File: config.mk
export PLATFORM = sky130hd
export DESIGN_NAME = vps_top
export DESIGN_NICKNAME = d
export VERILOG_FILES = /design/src/rtl/vps_pkg.sv /design/src/rtl/vps_fetch_port.sv /design/src/rtl/vps_top.sv
export VERILOG_INCLUDE_DIRS = /design/src /design/src/rtl
export SDC_FILE = /design/constraint.sdc
export NUM_CORES = 1
export LEC_CHECK = 0
export BUFFER_PORTS_ARGS = -buffer_cell sky130_fd_sc_hd__buf_2
export CAP_MARGIN = 10
export CORE_ASPECT_RATIO = 0.6
export CORE_MARGIN = 10
export CORE_UTILIZATION = 40
export CTS_CLUSTER_DIAMETER = 150
export CTS_CLUSTER_SIZE = 40
export DETAILED_ROUTE_END_ITERATION = 8
export SETUP_SLACK_MARGIN = 0.05
export SLEW_MARGIN = 15
export SYNTH_ARGS = -nofsm -noshare
export SYNTH_HDL_FRONTEND = slang
export SYNTH_HIERARCHICAL = 1
export SYNTH_SLANG_ARGS = --single-unit
File: constraint.sdc
create_clock -name clk_sys -period 4.3 [get_ports clk_sys]
set_input_delay 0.645 -clock clk_sys [delete_from_list [all_inputs] [get_ports clk_sys]]
set_output_delay 0.645 -clock clk_sys [all_outputs]
set_load 0.03 [all_outputs]
File: src/rtl/vps_regs.svh
// Register map, field positions and reset values of the playback sequencer
`ifndef VPS_REGS_SVH
`define VPS_REGS_SVH

`define VPS_ADDR_W        6
`define VPS_OFF_CTRL      6'h00
`define VPS_OFF_RATE      6'h04
`define VPS_OFF_START1    6'h08
`define VPS_OFF_CFG1      6'h0c
`define VPS_OFF_START2    6'h10
`define VPS_OFF_CFG2      6'h14
`define VPS_OFF_STATUS    6'h18
`define VPS_OFF_IRQ_STAT  6'h1c
`define VPS_OFF_IRQ_MASK  6'h20

`define VPS_CTRL_PLAY     0
`define VPS_CTRL_STOP     1
`define VPS_CTRL_SHUTOFF  2
`define VPS_CTRL_SEL      3
`define VPS_CTRL_REPEAT   4
`define VPS_CTRL_TOGGLE   5
`define VPS_CTRL_KEEP     6'h3c

`define VPS_CFG_FRAMES_LO 0
`define VPS_CFG_LOOPS_LO  16

`define VPS_IRQ_W         2
`define VPS_IRQ_CFG_DONE  0
`define VPS_IRQ_PLAY_END  1

`define VPS_RST_WORD      32'h0000_0000
`define VPS_RST_MASK      2'h0

`endif

File: src/rtl/vps_pkg.sv
// Shared types of the playback sequencer
package vps_pkg;

  // Playback state of the sequencer
  typedef enum logic [1:0] {
    VPS_IDLE   = 2'b00,
    VPS_PLAY   = 2'b01,
    VPS_FREEZE = 2'b10,
    VPS_OFF    = 2'b11
  } vps_state_t;

  // One captured configuration set
  typedef struct packed {
    logic [31:0] start;
    logic [15:0] frames;
    logic [15:0] loops;
  } vps_cfg_t;

  // One frame fetch request to the flash reader
  typedef struct packed {
    logic [31:0] addr;
    logic [15:0] frame;
  } vps_fetch_t;

endpackage : vps_pkg

File: src/rtl/vps_fetch_port.sv
// Holds one flash frame request until the flash reader accepts it
`timescale 1ns/1ns
module vps_fetch_port
  import vps_pkg::*;
(
  input  wire logic       clk_sys,
  input  wire logic       rst_n,
  input  wire logic       issue,
  input  vps_fetch_t      issue_req,
  output logic            fetch_valid,
  output vps_fetch_t      fetch_req,
  input  wire logic       fetch_ready,
  output logic            overrun
);

  logic valid_reg;

  // Request stays up until taken; a newer frame replaces a stale one
  always_ff @(posedge clk_sys) begin
    if (!rst_n) begin
      valid_reg <= 1'b0;
    end else if (issue) begin
      valid_reg <= 1'b1;
    end else if (fetch_ready) begin
      valid_reg <= 1'b0;
    end
  end

  // Request payload
  always_ff @(posedge clk_sys) begin
    if (!rst_n) begin
      fetch_req <= '0;
    end else if (issue) begin
      fetch_req <= issue_req;
    end
  end

  // Flags a frame replaced before the reader took it
  always_ff @(posedge clk_sys) begin
    if (!rst_n) begin
      overrun <= 1'b0;
    end else begin
      overrun <= issue & valid_reg & ~fetch_ready;
    end
  end

  assign fetch_valid = valid_reg;

endmodule : vps_fetch_port

File: src/rtl/vps_top.sv
// Video playback sequencer: registers, frame timer, configuration sequencing
//
// Added by the designer: the address map and the Avalon-MM register port.
`timescale 1ns/1ns
`include "vps_regs.svh"
module vps_top
  import vps_pkg::*;
(
  input  wire logic        clk_sys,
  input  wire logic        rst_n,
  input  wire logic [5:0]  avs_address,
  input  wire logic        avs_read,
  input  wire logic        avs_write,
  input  wire logic [31:0] avs_writedata,
  input  wire logic [3:0]  avs_byteenable,
  output logic [31:0]      avs_readdata,
  output logic             avs_waitrequest,
  output logic             fetch_valid,
  output vps_fetch_t       fetch_req,
  input  wire logic        fetch_ready,
  output logic             mirror_show,
  output logic             illum_en,
  output logic             irq
);

  ////////////////////////////////////////////////////////////////////////////
  // Bus slave

  logic        ack_reg;
  logic        wr_en;
  logic [31:0] ctrl_reg;
  logic [31:0] rate_reg;
  logic [31:0] start1_reg;
  logic [31:0] cfg1_reg;
  logic [31:0] start2_reg;
  logic [31:0] cfg2_reg;
  logic [`VPS_IRQ_W-1:0] ist_reg;
  logic [`VPS_IRQ_W-1:0] ist_next;
  logic [`VPS_IRQ_W-1:0] imask_reg;
  logic [`VPS_IRQ_W-1:0] ev_set;
  logic [`VPS_IRQ_W-1:0] ist_clr;
  logic [31:0] rd_mux;
  logic [31:0] status_word;
  logic        play_req;
  logic        stop_req;

  // Byte-lane merge of a write into a stored word
  function automatic logic [31:0] be_merge(input logic [31:0] old_v,
                                           input logic [31:0] new_v,
                                           input logic [3:0]  be);
    logic [31:0] r;
    r = old_v;
    for (int i = 0; i < 4; i++) begin
      if (be[i]) begin
        r[i*8 +: 8] = new_v[i*8 +: 8];
      end
    end
    return r;
  endfunction : be_merge

  // One wait cycle per access: simple and keeps read data registered
  always_ff @(posedge clk_sys) begin
    if (!rst_n) begin
      ack_reg <= 1'b0;
    end else begin
      ack_reg <= (avs_read | avs_write) & ~ack_reg;
    end
  end

  assign avs_waitrequest = (avs_read | avs_write) & ~ack_reg;
  assign wr_en           = avs_write & ack_reg;

  // Control word; play and stop act as one-shot commands and never stay stored
  always_ff @(posedge clk_sys) begin
    if (!rst_n) begin
      ctrl_reg <= `VPS_RST_WORD;
    end else if (wr_en && avs_address == `VPS_OFF_CTRL) begin
      ctrl_reg <= be_merge(ctrl_reg, avs_writedata, avs_byteenable) & 32'(`VPS_CTRL_KEEP);
    end
  end

  assign play_req = wr_en && avs_address == `VPS_OFF_CTRL && avs_byteenable[0] &&
                    avs_writedata[`VPS_CTRL_PLAY];
  assign stop_req = wr_en && avs_address == `VPS_OFF_CTRL && avs_byteenable[0] &&
                    avs_writedata[`VPS_CTRL_STOP];

  // Frame rate and the two configuration sets
  always_ff @(posedge clk_sys) begin
    if (!rst_n) begin
      rate_reg   <= `VPS_RST_WORD;
      start1_reg <= `VPS_RST_WORD;
      cfg1_reg   <= `VPS_RST_WORD;
      start2_reg <= `VPS_RST_WORD;
      cfg2_reg   <= `VPS_RST_WORD;
    end else if (wr_en) begin
      case (avs_address)
        `VPS_OFF_RATE:   rate_reg   <= be_merge(rate_reg, avs_writedata, avs_byteenable);
        `VPS_OFF_START1: start1_reg <= be_merge(start1_reg, avs_writedata, avs_byteenable);
        `VPS_OFF_CFG1:   cfg1_reg   <= be_merge(cfg1_reg, avs_writedata, avs_byteenable);
        `VPS_OFF_START2: start2_reg <= be_merge(start2_reg, avs_writedata, avs_byteenable);
        `VPS_OFF_CFG2:   cfg2_reg   <= be_merge(cfg2_reg, avs_writedata, avs_byteenable);
        default:         rate_reg   <= rate_reg;
      endcase
    end
  end

  // Interrupt mask
  always_ff @(posedge clk_sys) begin
    if (!rst_n) begin
      imask_reg <= `VPS_RST_MASK;
    end else if (wr_en && avs_address == `VPS_OFF_IRQ_MASK && avs_byteenable[0]) begin
      imask_reg <= avs_writedata[`VPS_IRQ_W-1:0];
    end
  end

  // Sticky flags, write one to clear; a new event beats a clear
  assign ist_clr = (wr_en && avs_address == `VPS_OFF_IRQ_STAT && avs_byteenable[0]) ?
                   avs_writedata[`VPS_IRQ_W-1:0] : '0;
  assign ist_next = (ist_reg & ~ist_clr) | ev_set;

  always_ff @(posedge clk_sys) begin
    if (!rst_n) begin
      ist_reg <= '0;
    end else begin
      ist_reg <= ist_next;
    end
  end

  // Level interrupt from unmasked flags
  always_ff @(posedge clk_sys) begin
    if (!rst_n) begin
      irq <= 1'b0;
    end else begin
      irq <= |(ist_next & imask_reg);
    end
  end

  ////////////////////////////////////////////////////////////////////////////
  // Frame timer

  logic [31:0] rate_cnt_reg;
  logic        frame_tick;

  // Zero rate stalls playback rather than spinning one frame per cycle
  assign frame_tick = (rate_reg != '0) && (rate_cnt_reg >= rate_reg - 32'h0000_0001);

  always_ff @(posedge clk_sys) begin
    if (!rst_n) begin
      rate_cnt_reg <= '0;
    end else if (frame_tick || rate_reg == '0) begin
      rate_cnt_reg <= '0;
    end else begin
      rate_cnt_reg <= rate_cnt_reg + 32'h0000_0001;
    end
  end

  ////////////////////////////////////////////////////////////////////////////
  // Sequencer

  vps_state_t  state_reg;
  vps_state_t  state_next;
  vps_cfg_t    act_reg;
  vps_cfg_t    act_next;
  vps_cfg_t    cfg_a;
  vps_cfg_t    cfg_b;
  logic        set_reg;
  logic        set_next;
  logic        second_reg;
  logic        second_next;
  logic [15:0] frame_reg;
  logic [15:0] frame_next;
  logic [15:0] loop_reg;
  logic [15:0] loop_next;
  logic        pend_play_reg;
  logic        issue;
  logic        overrun;
  logic        last_frame;
  logic        last_loop;
  logic        sel_bit;

  assign cfg_a = '{start:  start1_reg,
                   frames: cfg1_reg[`VPS_CFG_FRAMES_LO +: 16],
                   loops:  cfg1_reg[`VPS_CFG_LOOPS_LO +: 16]};
  assign cfg_b = '{start:  start2_reg,
                   frames: cfg2_reg[`VPS_CFG_FRAMES_LO +: 16],
                   loops:  cfg2_reg[`VPS_CFG_LOOPS_LO +: 16]};
  assign sel_bit = ctrl_reg[`VPS_CTRL_SEL];

  // Counts of zero are treated as one, so a set can never hang
  assign last_frame = (frame_reg + 16'h0001 >= act_reg.frames);
  assign last_loop  = (loop_reg + 16'h0001 >= act_reg.loops);

  // Play request waits for the next frame boundary
  always_ff @(posedge clk_sys) begin
    if (!rst_n) begin
      pend_play_reg <= 1'b0;
    end else if (stop_req) begin
      pend_play_reg <= 1'b0;
    end else if (play_req) begin
      pend_play_reg <= 1'b1;
    end else if (frame_tick) begin
      pend_play_reg <= 1'b0;
    end
  end

  // Next-state logic; every change except a stop happens on a frame tick
  always_comb begin
    state_next  = state_reg;
    act_next    = act_reg;
    set_next    = set_reg;
    second_next = second_reg;
    frame_next  = frame_reg;
    loop_next   = loop_reg;
    issue       = 1'b0;
    ev_set      = '0;
    if (stop_req) begin
      state_next = VPS_IDLE;
    end else if (frame_tick && pend_play_reg) begin
      // Capture the selected set as it starts
      act_next    = sel_bit ? cfg_b : cfg_a;
      set_next    = sel_bit;
      second_next = 1'b0;
      frame_next  = '0;
      loop_next   = '0;
      state_next  = VPS_PLAY;
      issue       = 1'b1;
    end else if (frame_tick) begin
      case (state_reg)
        VPS_PLAY: begin
          if (!last_frame) begin
            frame_next = frame_reg + 16'h0001;
            issue      = 1'b1;
          end else if (!last_loop) begin
            frame_next = '0;
            loop_next  = loop_reg + 16'h0001;
            issue      = 1'b1;
          end else begin
            ev_set[`VPS_IRQ_CFG_DONE] = 1'b1;
            frame_next = '0;
            loop_next  = '0;
            if (ctrl_reg[`VPS_CTRL_TOGGLE] && !second_reg) begin
              // Hand over to the other set
              act_next    = set_reg ? cfg_a : cfg_b;
              set_next    = ~set_reg;
              second_next = 1'b1;
              issue       = 1'b1;
            end else if (ctrl_reg[`VPS_CTRL_REPEAT]) begin
              // No end action, start over from the selected set
              act_next    = sel_bit ? cfg_b : cfg_a;
              set_next    = sel_bit;
              second_next = 1'b0;
              issue       = 1'b1;
            end else begin
              ev_set[`VPS_IRQ_PLAY_END] = 1'b1;
              // End action picked by shutoff
              state_next = ctrl_reg[`VPS_CTRL_SHUTOFF] ? VPS_OFF : VPS_FREEZE;
            end
          end
        end
        VPS_FREEZE: state_next = VPS_FREEZE;
        VPS_OFF:    state_next = VPS_OFF;
        VPS_IDLE:   state_next = VPS_IDLE;
        default:    state_next = VPS_IDLE;
      endcase
    end
  end

  // Sequencer state
  always_ff @(posedge clk_sys) begin
    if (!rst_n) begin
      state_reg  <= VPS_IDLE;
      act_reg    <= '0;
      set_reg    <= 1'b0;
      second_reg <= 1'b0;
      frame_reg  <= '0;
      loop_reg   <= '0;
    end else begin
      state_reg  <= state_next;
      act_reg    <= act_next;
      set_reg    <= set_next;
      second_reg <= second_next;
      frame_reg  <= frame_next;
      loop_reg   <= loop_next;
    end
  end

  // Display drive: freeze keeps the last image lit, off and idle go dark
  always_ff @(posedge clk_sys) begin
    if (!rst_n) begin
      mirror_show <= 1'b0;
      illum_en    <= 1'b0;
    end else begin
      mirror_show <= (state_next == VPS_PLAY) || (state_next == VPS_FREEZE);
      illum_en    <= (state_next == VPS_PLAY) || (state_next == VPS_FREEZE);
    end
  end

  ////////////////////////////////////////////////////////////////////////////
  // Flash request and read-back

  vps_fetch_t issue_req;

  // Base address plus frame index; the reader walks compressed frames itself
  assign issue_req = '{addr: act_next.start, frame: frame_next};

  vps_fetch_port u_fetch (
    .clk_sys     (clk_sys),
    .rst_n       (rst_n),
    .issue       (issue),
    .issue_req   (issue_req),
    .fetch_valid (fetch_valid),
    .fetch_req   (fetch_req),
    .fetch_ready (fetch_ready),
    .overrun     (overrun)
  );

  // Status: state, active set, second pass, overrun seen
  logic overrun_seen_reg;

  // A new overrun beats the clear by play, so no overrun goes unseen
  always_ff @(posedge clk_sys) begin
    if (!rst_n) begin
      overrun_seen_reg <= 1'b0;
    end else if (overrun) begin
      overrun_seen_reg <= 1'b1;
    end else if (play_req) begin
      overrun_seen_reg <= 1'b0;
    end
  end

  assign status_word = {27'h0000000, overrun_seen_reg, second_reg, set_reg, state_reg};

  // Read mux; unmapped offsets read as zero
  always_comb begin
    case (avs_address)
      `VPS_OFF_CTRL:     rd_mux = ctrl_reg;
      `VPS_OFF_RATE:     rd_mux = rate_reg;
      `VPS_OFF_START1:   rd_mux = start1_reg;
      `VPS_OFF_CFG1:     rd_mux = cfg1_reg;
      `VPS_OFF_START2:   rd_mux = start2_reg;
      `VPS_OFF_CFG2:     rd_mux = cfg2_reg;
      `VPS_OFF_STATUS:   rd_mux = status_word;
      `VPS_OFF_IRQ_STAT: rd_mux = {30'h00000000, ist_reg};
      `VPS_OFF_IRQ_MASK: rd_mux = {30'h00000000, imask_reg};
      default:           rd_mux = 32'h0000_0000;
    endcase
  end

  // Read data captured in the wait cycle, valid when waitrequest drops
  always_ff @(posedge clk_sys) begin
    if (!rst_n) begin
      avs_readdata <= 32'h0000_0000;
    end else if (avs_read && !ack_reg) begin
      avs_readdata <= rd_mux;
    end
  end

endmodule : vps_top

After elaboration in Yosys (flattened, before gate mapping)
Index checks and enable logic that the tools add are counted.

Add/subtract/negate cells: 4. Magnitude comparators: 3. Equality and inequality tests: 13. Muxes and demuxes: 67. Bitwise logic cells: 14. Reductions and logical operators: 54.

Operators by type and width (number): two-way mux 64 bit (10); case mux 32 bit (9 select lines) (1); two-way mux 16 bit (10); AND reduction 3 bit (20); adder 16 x 1 -> 16 bit, second input constant (2); adder 32 x 1 -> 32 bit, second input constant (1); greater-or-equal comparator 16 bit (2); greater-or-equal comparator 32 bit (1); zero test 32 bit (1); nonzero test 32 bit (1); subtractor 32 x 1 -> 32 bit, second input constant (1); two-way mux 1 bit (31); two-way mux 2 bit (14); == test 6 x 5 -> 1 bit, second input constant (4); nonzero test 2 bit (7); == test 6 x 4 -> 1 bit, second input constant (2); logical AND 1 bit (12); case mux 2 bit (4 select lines) (1); == test 2 bit, second input constant (3); == test 6 x 3 -> 1 bit, second input constant (1); == test 6 bit, second input constant (1); zero test 6 bit (1); AND reduction 6 bit (1); OR reduction 2 bit (3); 13 further kinds (24).

Bits in registers: 387. Output and inout port bits: 85. Word-level logic and storage cells: 197.

Longest topological paths before layout
Depth in word-level cells: 12. Depth in mapped cells: 20.

Cells and area by module
The synthesis kept the hierarchy.

By module, submodules not included: vps_top (instances 1, cells each 2451, area each 19912.8 um2, sequential area each 6746.5 um2); vps_fetch_port (instances 1, cells each 160, area each 1906.8 um2, sequential area each 1001.0 um2).

Worst setup path after synthesis
No wires, ideal clock.

Path type: register -> register. From: register rate_reg[0]. To: register, netlist name u_fetch/fetch_req[0]. Arrival: 3.817 ns. Data required time: 4.184 ns. Setup slack: 0.367 ns. Stages on the path, launching flop included: 20. Clock period less this slack: 3.933 ns. Cell sequence: dfxtp_1 -> inv_1 -> ha_1 -> nor3b_1 -> and3_1 -> nand2_1 -> nor3_1 -> nand3_1 -> xor2_1 -> ha_1 -> nand4_1 -> nor4_2 -> o31a_1 -> o211ai_2 -> clkbuf_1 -> nor2_1 -> buf_6 -> buf_8 -> mux2i_1 -> nor2b_1.

Word-level cells in the longest chain between the ends: 6.

Ends and longest elaborated chain: start, declared (RTL line vps_top.sv:32) `logic [31:0] rate_reg;`; start signal, assigned (RTL line vps_top.sv:90) `` rate_reg <= `VPS_RST_WORD; ``; start signal, assigned (RTL line vps_top.sv:97) `` `VPS_OFF_RATE: rate_reg <= be_merge(rate_reg, avs_writedata, avs_byteenable); ``; start signal, assigned (RTL line vps_top.sv:102) `default: rate_reg <= rate_reg;`; subtractor 32 x 1 -> 32 bit (RTL line vps_top.sv:145) `assign frame_tick = (rate_reg != '0) && (rate_cnt_reg >= rate_reg - 32'h0000_0001);`; greater-or-equal comparator 32 bit (RTL line vps_top.sv:145); logical AND 1 bit * (RTL line vps_top.sv:145); two-way mux 1 bit or logical AND 1 bit (tied branches) (RTL line vps_top.sv:227, vps_top.sv:218); two-way mux 1 bit * (RTL line vps_top.sv:218) `end else if (frame_tick && pend_play_reg) begin`; two-way mux 1 bit * (RTL line vps_top.sv:216) `if (stop_req) begin`; named net issue (RTL line vps_top.sv:175) `logic issue;`.

Mark *: on every way through the listed nets, which the timed path passes. The rest lies on a longest branch. A chain may end at the register's enable or synchronous reset.

Worst setup path after layout
From: register rate_reg[1]. To: register, netlist name u_fetch/fetch_req[29].

Word-level cells in the longest chain between the ends: 6.

Ends and longest elaborated chain (RTL line): subtractor 32 x 1 -> 32 bit (vps_top.sv:145); greater-or-equal comparator 32 bit (vps_top.sv:145); logical AND 1 bit * (vps_top.sv:145); two-way mux 1 bit or logical AND 1 bit (tied branches) (vps_top.sv:227, vps_top.sv:218); two-way mux 1 bit * (vps_top.sv:218); two-way mux 1 bit * (vps_top.sv:216); named net issue (vps_top.sv:175).

Mark *: on every way through the listed nets, which the timed path passes. The rest lies on a longest branch. The select of a mux whose other input is x is not followed.

==> results_tabular.tex <==
\begin{tabular}{lr}
\hline
Metric & Value \\
\hline
\multicolumn{2}{l}{\textbf{Routing}} \\
\quad Average detailed-routed wire length per instance & $\sim$23 um \\
\quad Vias after detailed routing & 20717 \\
\quad DR vias/cell & between 6 and 7 \\
\quad Number of DRC markers in iteration 0 & $\sim$2500 \\
\quad Final WL & between 80 and 90 mm \\
\quad Number of remaining DRC errors & 0 \\
\quad First-pass DRT Iterations & 6 \\
\quad Count of nets left with antenna violations after detail routing & 0 \\
\multicolumn{2}{l}{\textbf{Clocking}} \\
\quad Clock tree root driver cell & sky130\_fd\_sc\_hd\_\_clkbuf\_16 \\
\quad H-tree depth reported by CTS & 1 \\
\quad Clock Tree Buf Depth & 3 \\
\quad Clock edge transition at the registers on the reported setup and hold paths & 160 ps \\
\quad Clock insertion delay at the later pin of the skew report & roughly 550 ps \\
\quad Number of CTS-inserted buffers & 13 \\
\quad TritonCTS clock tree & done \\
\quad Clk sink count & 387 \\
\multicolumn{2}{l}{\textbf{Synthesis}} \\
\quad Synth Area in Adders & 0.0390 \\
\quad Synth area leader & sky130\_fd\_sc\_hd\_\_dfxtp\_1 \\
\quad Post-synth top flop & sky130\_fd\_sc\_hd\_\_dfxtp\_1 \\
\quad Main combinational cell family by area after synthesis & compound AO/OA/AOI/OAI gates \\
\quad Simple-gate area share of the yosys netlist & 0.195 \\
\quad Post-Syn Area & around 22000 um\^{}2 \\
\quad Ys Warns & 6 \\
\quad Nets in the synthesized netlist & approximately 2700 \\
\quad Number of enable flip-flop cells after synthesis & 0 \\
\quad Mapped Cells & 2611 \\
\quad Area share of the largest cell type after synthesis & 0.355 \\
\quad Synth unique cells & 80 \\
\quad Post-synthesis register bit count & 387 \\
\quad Area fraction in compound gates after synthesis & 0.215 \\
\quad Share of synthesized area spent on multiplexers & 0.114 \\
\quad Post-synthesis sequential area ratio & 0.355 \\
\quad Most area-consuming cells after synthesis & sky130\_fd\_sc\_hd\_\_dfxtp\_1 (36\%), sky130\_fd\_sc\_hd\_\_mux2i\_1 (8.3\%), sky130\_fd\_sc\_hd\_\_a21oi\_1 (5.4\%) \\
\quad Mean area per synthesized cell & $\sim$8.4 um\^{}2 \\
\quad Post-synthesis share of cell area spent on xor and xnor gates & 0.0321 \\
\quad Fraction of registers with async set/reset & 0 \\
\multicolumn{2}{l}{\textbf{Hold path}} \\
\quad HP Class & primary input to flip-flop \\
\multicolumn{2}{l}{\textbf{Power and ir drop}} \\
\quad Final total power & between 5 and 6 mW \\
\quad Switching Fraction & 0.246 \\
\quad P\_int & $\sim$4.2 mW \\
\quad Power Dens Cells & 224 nW/um\^{}2 \\
\quad Part of the power in combinational logic & 0.043 \\
\quad Leakage dissipation & just under 9 nW \\
\quad Sequential share of power & 0.643 \\
\quad Clock network fraction of total power & 0.313 \\
\quad Net Sw Power & 1.37 mW \\
\quad Largest vdd supply drop & 0.000230 V \\
\multicolumn{2}{l}{\textbf{Global route}} \\
\quad Overall fraction of global-route tracks in use & 0.233 \\
\quad Pin count of the biggest net entering global routing & 81 \\
\quad Wire length of the first global-routing pass & roughly 120 mm \\
\quad Remaining Overflow, GRT & 0 \\
\quad Number of global-route vias before repair & approximately 19000 \\
\quad Antenna violations before repair & 4 \\
\multicolumn{2}{l}{\textbf{Placed design}} \\
\quad Number of buffer cells added on primary ports & about 130 \\
\quad Instance area at placement & about 24000 um\^{}2 \\
\quad Routability congestion estimate & approximately 0.92 \\
\quad Detailed placement HPWL & 57.8 mm \\
\multicolumn{2}{l}{\textbf{Setup path}} \\
\quad Worst setup path class & flip-flop to flip-flop \\
\quad Largest incremental delay on the critical path & 390 ps \\
\quad Cell type with the highest occurrence count on the critical path & sky130\_fd\_sc\_hd\_\_buf\_6 \\
\quad Maximum fanout along the worst path & 6 \\
\quad Arrival @ worst endpoint & 4730 ps \\
\quad Startpoint type of the worst setup path & flip-flop \\
\quad CP bufs+invs & 8 \\
\quad Critical Path Slowest Stage Cell & sky130\_fd\_sc\_hd\_\_dfxtp\_4 \\
\quad Data required time of the worst path & 4750 ps \\
\quad Category of the worst setup path capture point & flip-flop \\
\quad Kind of cell adding the most delay to the critical path & simple AND/OR/NAND/NOR gates \\
\quad CP cell instances & buf\_6, inv\_4, ha\_4, nor3b\_4, buf\_6, and3\_4, nand2\_4, nor3\_4, nand3\_2, xor2\_1, ha\_1, nand4\_1, nor4\_2, buf\_4, o31a\_1, buf\_6, o211ai\_4, buf\_6, nor2\_4, clkbuf\_16, clkbuf\_16, mux2i\_1, nor2b\_1 \\
\multicolumn{2}{l}{\textbf{Cells and area}} \\
\quad Layout Nets & between 2000 and 3000 \\
\quad Multi-input logic area & $\sim$13000 um\^{}2 \\
\quad Reg area & 7760 um\^{}2 \\
\quad Layout Cell Area excl Fill & between 20000 and 25000 um\^{}2 \\
\quad Synth-to-layout area growth & 14.1\% \\
\quad Most frequent standard cell in the layout excluding fill and tap cells & sky130\_fd\_sc\_hd\_\_dfxtp\_1 \\
\quad Count of fill cells added during filler insertion & $\sim$5200 \\
\quad Fraction of layout instances using a drive strength above 1 & 0.173 \\
\quad Flip-flop count of the largest register after layout & between 60 and 70 \\
\quad Commonest cells after routing, fill and taps aside & sky130\_fd\_sc\_hd\_\_dfxtp\_1 (379), sky130\_fd\_sc\_hd\_\_nor2\_1 (291), sky130\_fd\_sc\_hd\_\_a21oi\_1 (233) \\
\multicolumn{2}{l}{\textbf{Die}} \\
\quad Core Footprint & around 54000 um\^{}2 \\
\quad Die Span Y & between 200 and 250 um \\
\quad Starting density of the core & 0.403 \\
\quad Top-Level Pins & about 130 \\
\quad Chip width & approximately 320 um \\
\quad Std-Cell Rows & 66 \\
\quad Full die area & approximately 65000 um\^{}2 \\
\multicolumn{2}{l}{\textbf{STA}} \\
\quad Transition time at the pin with the least slew margin & between 1000 and 1500 ps \\
\quad Worst-case headroom to the max-slew limit & 0.225 \\
\quad Hold violation count in the final report & 0 \\
\quad Tmin final & 4280 ps \\
\quad Final count of negative-setup-slack endpoints & 0 \\
\quad Unrepaired setup endpoints after global routing & yes \\
\quad Portion of the clock cycle consumed by the worst path in the final layout & 0.996 \\
\quad Worst clock skew on the final layout & between 30 and 40 ps \\
\quad Final Max Tran Viols & 0 \\
\quad Maximum clock frequency & $\sim$0.23 GHz \\
\multicolumn{2}{l}{\textbf{Flow run}} \\
\quad Number of maximum-capacitance violations & 0 \\
\multicolumn{2}{l}{\textbf{Outcome}} \\
\quad Result of the run & finished, final reports clean \\
\hline
\end{tabular}
-- metal layers --
layer	vias to the layer above	part of all wire	GRT usage	routed length (um)
met1	10040	0.46	0.346	37500
met2	939	0.40	0.325	32600
met3	64	0.12	0.0720	9370
li1	9672	-	-	-
met5	-	0.00021	0	17
met4	2	0.016	0.0416	1250
-- stage by stage --
step / hold slack [ps] / util / setup WS [ps] / instances / TNS, ps
after detailed placement: 456 / 0.438 / -353 / 3383 / -34140
after global routing: 376 / 0.460 / -156 / 3437 / -8820
after floorplan: 413 / - / 367 / 2611 / 0
final: 368 / 0.460 / 18.0 / 3439 / 0
after CTS: 368 / 0.448 / 43.4 / 3410 / 0
after global placement: 447 / 0.438 / -292 / 3383 / -27440
-- final timing paths --
path                           from               endpoint  slack, ps  depth (start not counted)
setup / recovery        rate_reg[1]  u_fetch/fetch_req[29]         20                         23
setup reg to reg        rate_reg[1]  u_fetch/fetch_req[29]         20                         23
hold / removal    avs_writedata[17]         start2_reg[17]        370                          3
hold reg to reg     avs_readdata[4]        avs_readdata[4]        480                          2
-- power groups by stage --
stage          combinational (mW)  clock [mW]  sequential [mW]
3_3_place_gp                0.229           0             3.67
6_report                    0.243        1.75             3.59
2_1_floorplan               0.124           0             3.67
5_1_grt                     0.255        1.88             3.59
4_1_cts                     0.233        1.78             3.59
3_5_place_dp                0.232           0             3.67
-- kinds of logic (layout without fill, tap and decap cells) --
logic type | after synthesis | after routing
simple gates | 881 | 881
fa+ha+maj | 68 | 68
buf+inv | 253 | 363
mux | 240 | 240
flops | 387 | 387
xor+xnor | 80 | 80
compound gates | 702 | 702
other cells | 0 | 4
-- worst min-delay path, cell delays in order --
cell and delay (ps):
sky130_fd_sc_hd__buf_2 140, sky130_fd_sc_hd__nand2_1 60, sky130_fd_sc_hd__a21oi_1 50
-- synth_stat cells (14+ instances only) --
cell,instances
sky130_fd_sc_hd__dfxtp_1,387
sky130_fd_sc_hd__nor2_1,296
sky130_fd_sc_hd__a21oi_1,234
sky130_fd_sc_hd__nand2_1,211
sky130_fd_sc_hd__mux2i_1,180
sky130_fd_sc_hd__clkbuf_1,135
sky130_fd_sc_hd__nand3_1,122
sky130_fd_sc_hd__a22oi_1,121
sky130_fd_sc_hd__o21ai_0,91
sky130_fd_sc_hd__o211ai_1,76
sky130_fd_sc_hd__ha_1,68
sky130_fd_sc_hd__nor2b_1,61
sky130_fd_sc_hd__mux2_2,60
sky130_fd_sc_hd__inv_1,49
sky130_fd_sc_hd__nand2b_1,44
sky130_fd_sc_hd__xnor2_1,42
sky130_fd_sc_hd__xor2_1,38
sky130_fd_sc_hd__a211oi_1,36
sky130_fd_sc_hd__a32oi_1,35
sky130_fd_sc_hd__o221ai_1,33
sky130_fd_sc_hd__buf_2,31
sky130_fd_sc_hd__nor3_1,28
sky130_fd_sc_hd__and3_1,23
sky130_fd_sc_hd__nand4_1,21
sky130_fd_sc_hd__buf_1,20
sky130_fd_sc_hd__nor4_1,14
-- repair_timing --
action	in CTS	in global routing
pin swaps	13	22
hold buffers	0	0
cloned	1	11
resized for setup	18	104
endpoints found under the setup margin	154	152
setup buffers	11	16
-- area by class of cell --
| type | instances | area share |
|---|---|---|
| Tap cell | 714 | 0.0359 |
| Clock buffer | 14 | 0.0132 |
| Antenna cell | 4 | 0.000402 |
| Multi-Input combinational cell | 1971 | 0.534 |
| Inverter | 50 | 0.00794 |
| Timing Repair Buffer | 298 | 0.0960 |
| Sequential cell | 387 | 0.312 |
| Clock inverter | 1 | 0.000653 |
Note: power is estimated with default switching activity, not from simulation.
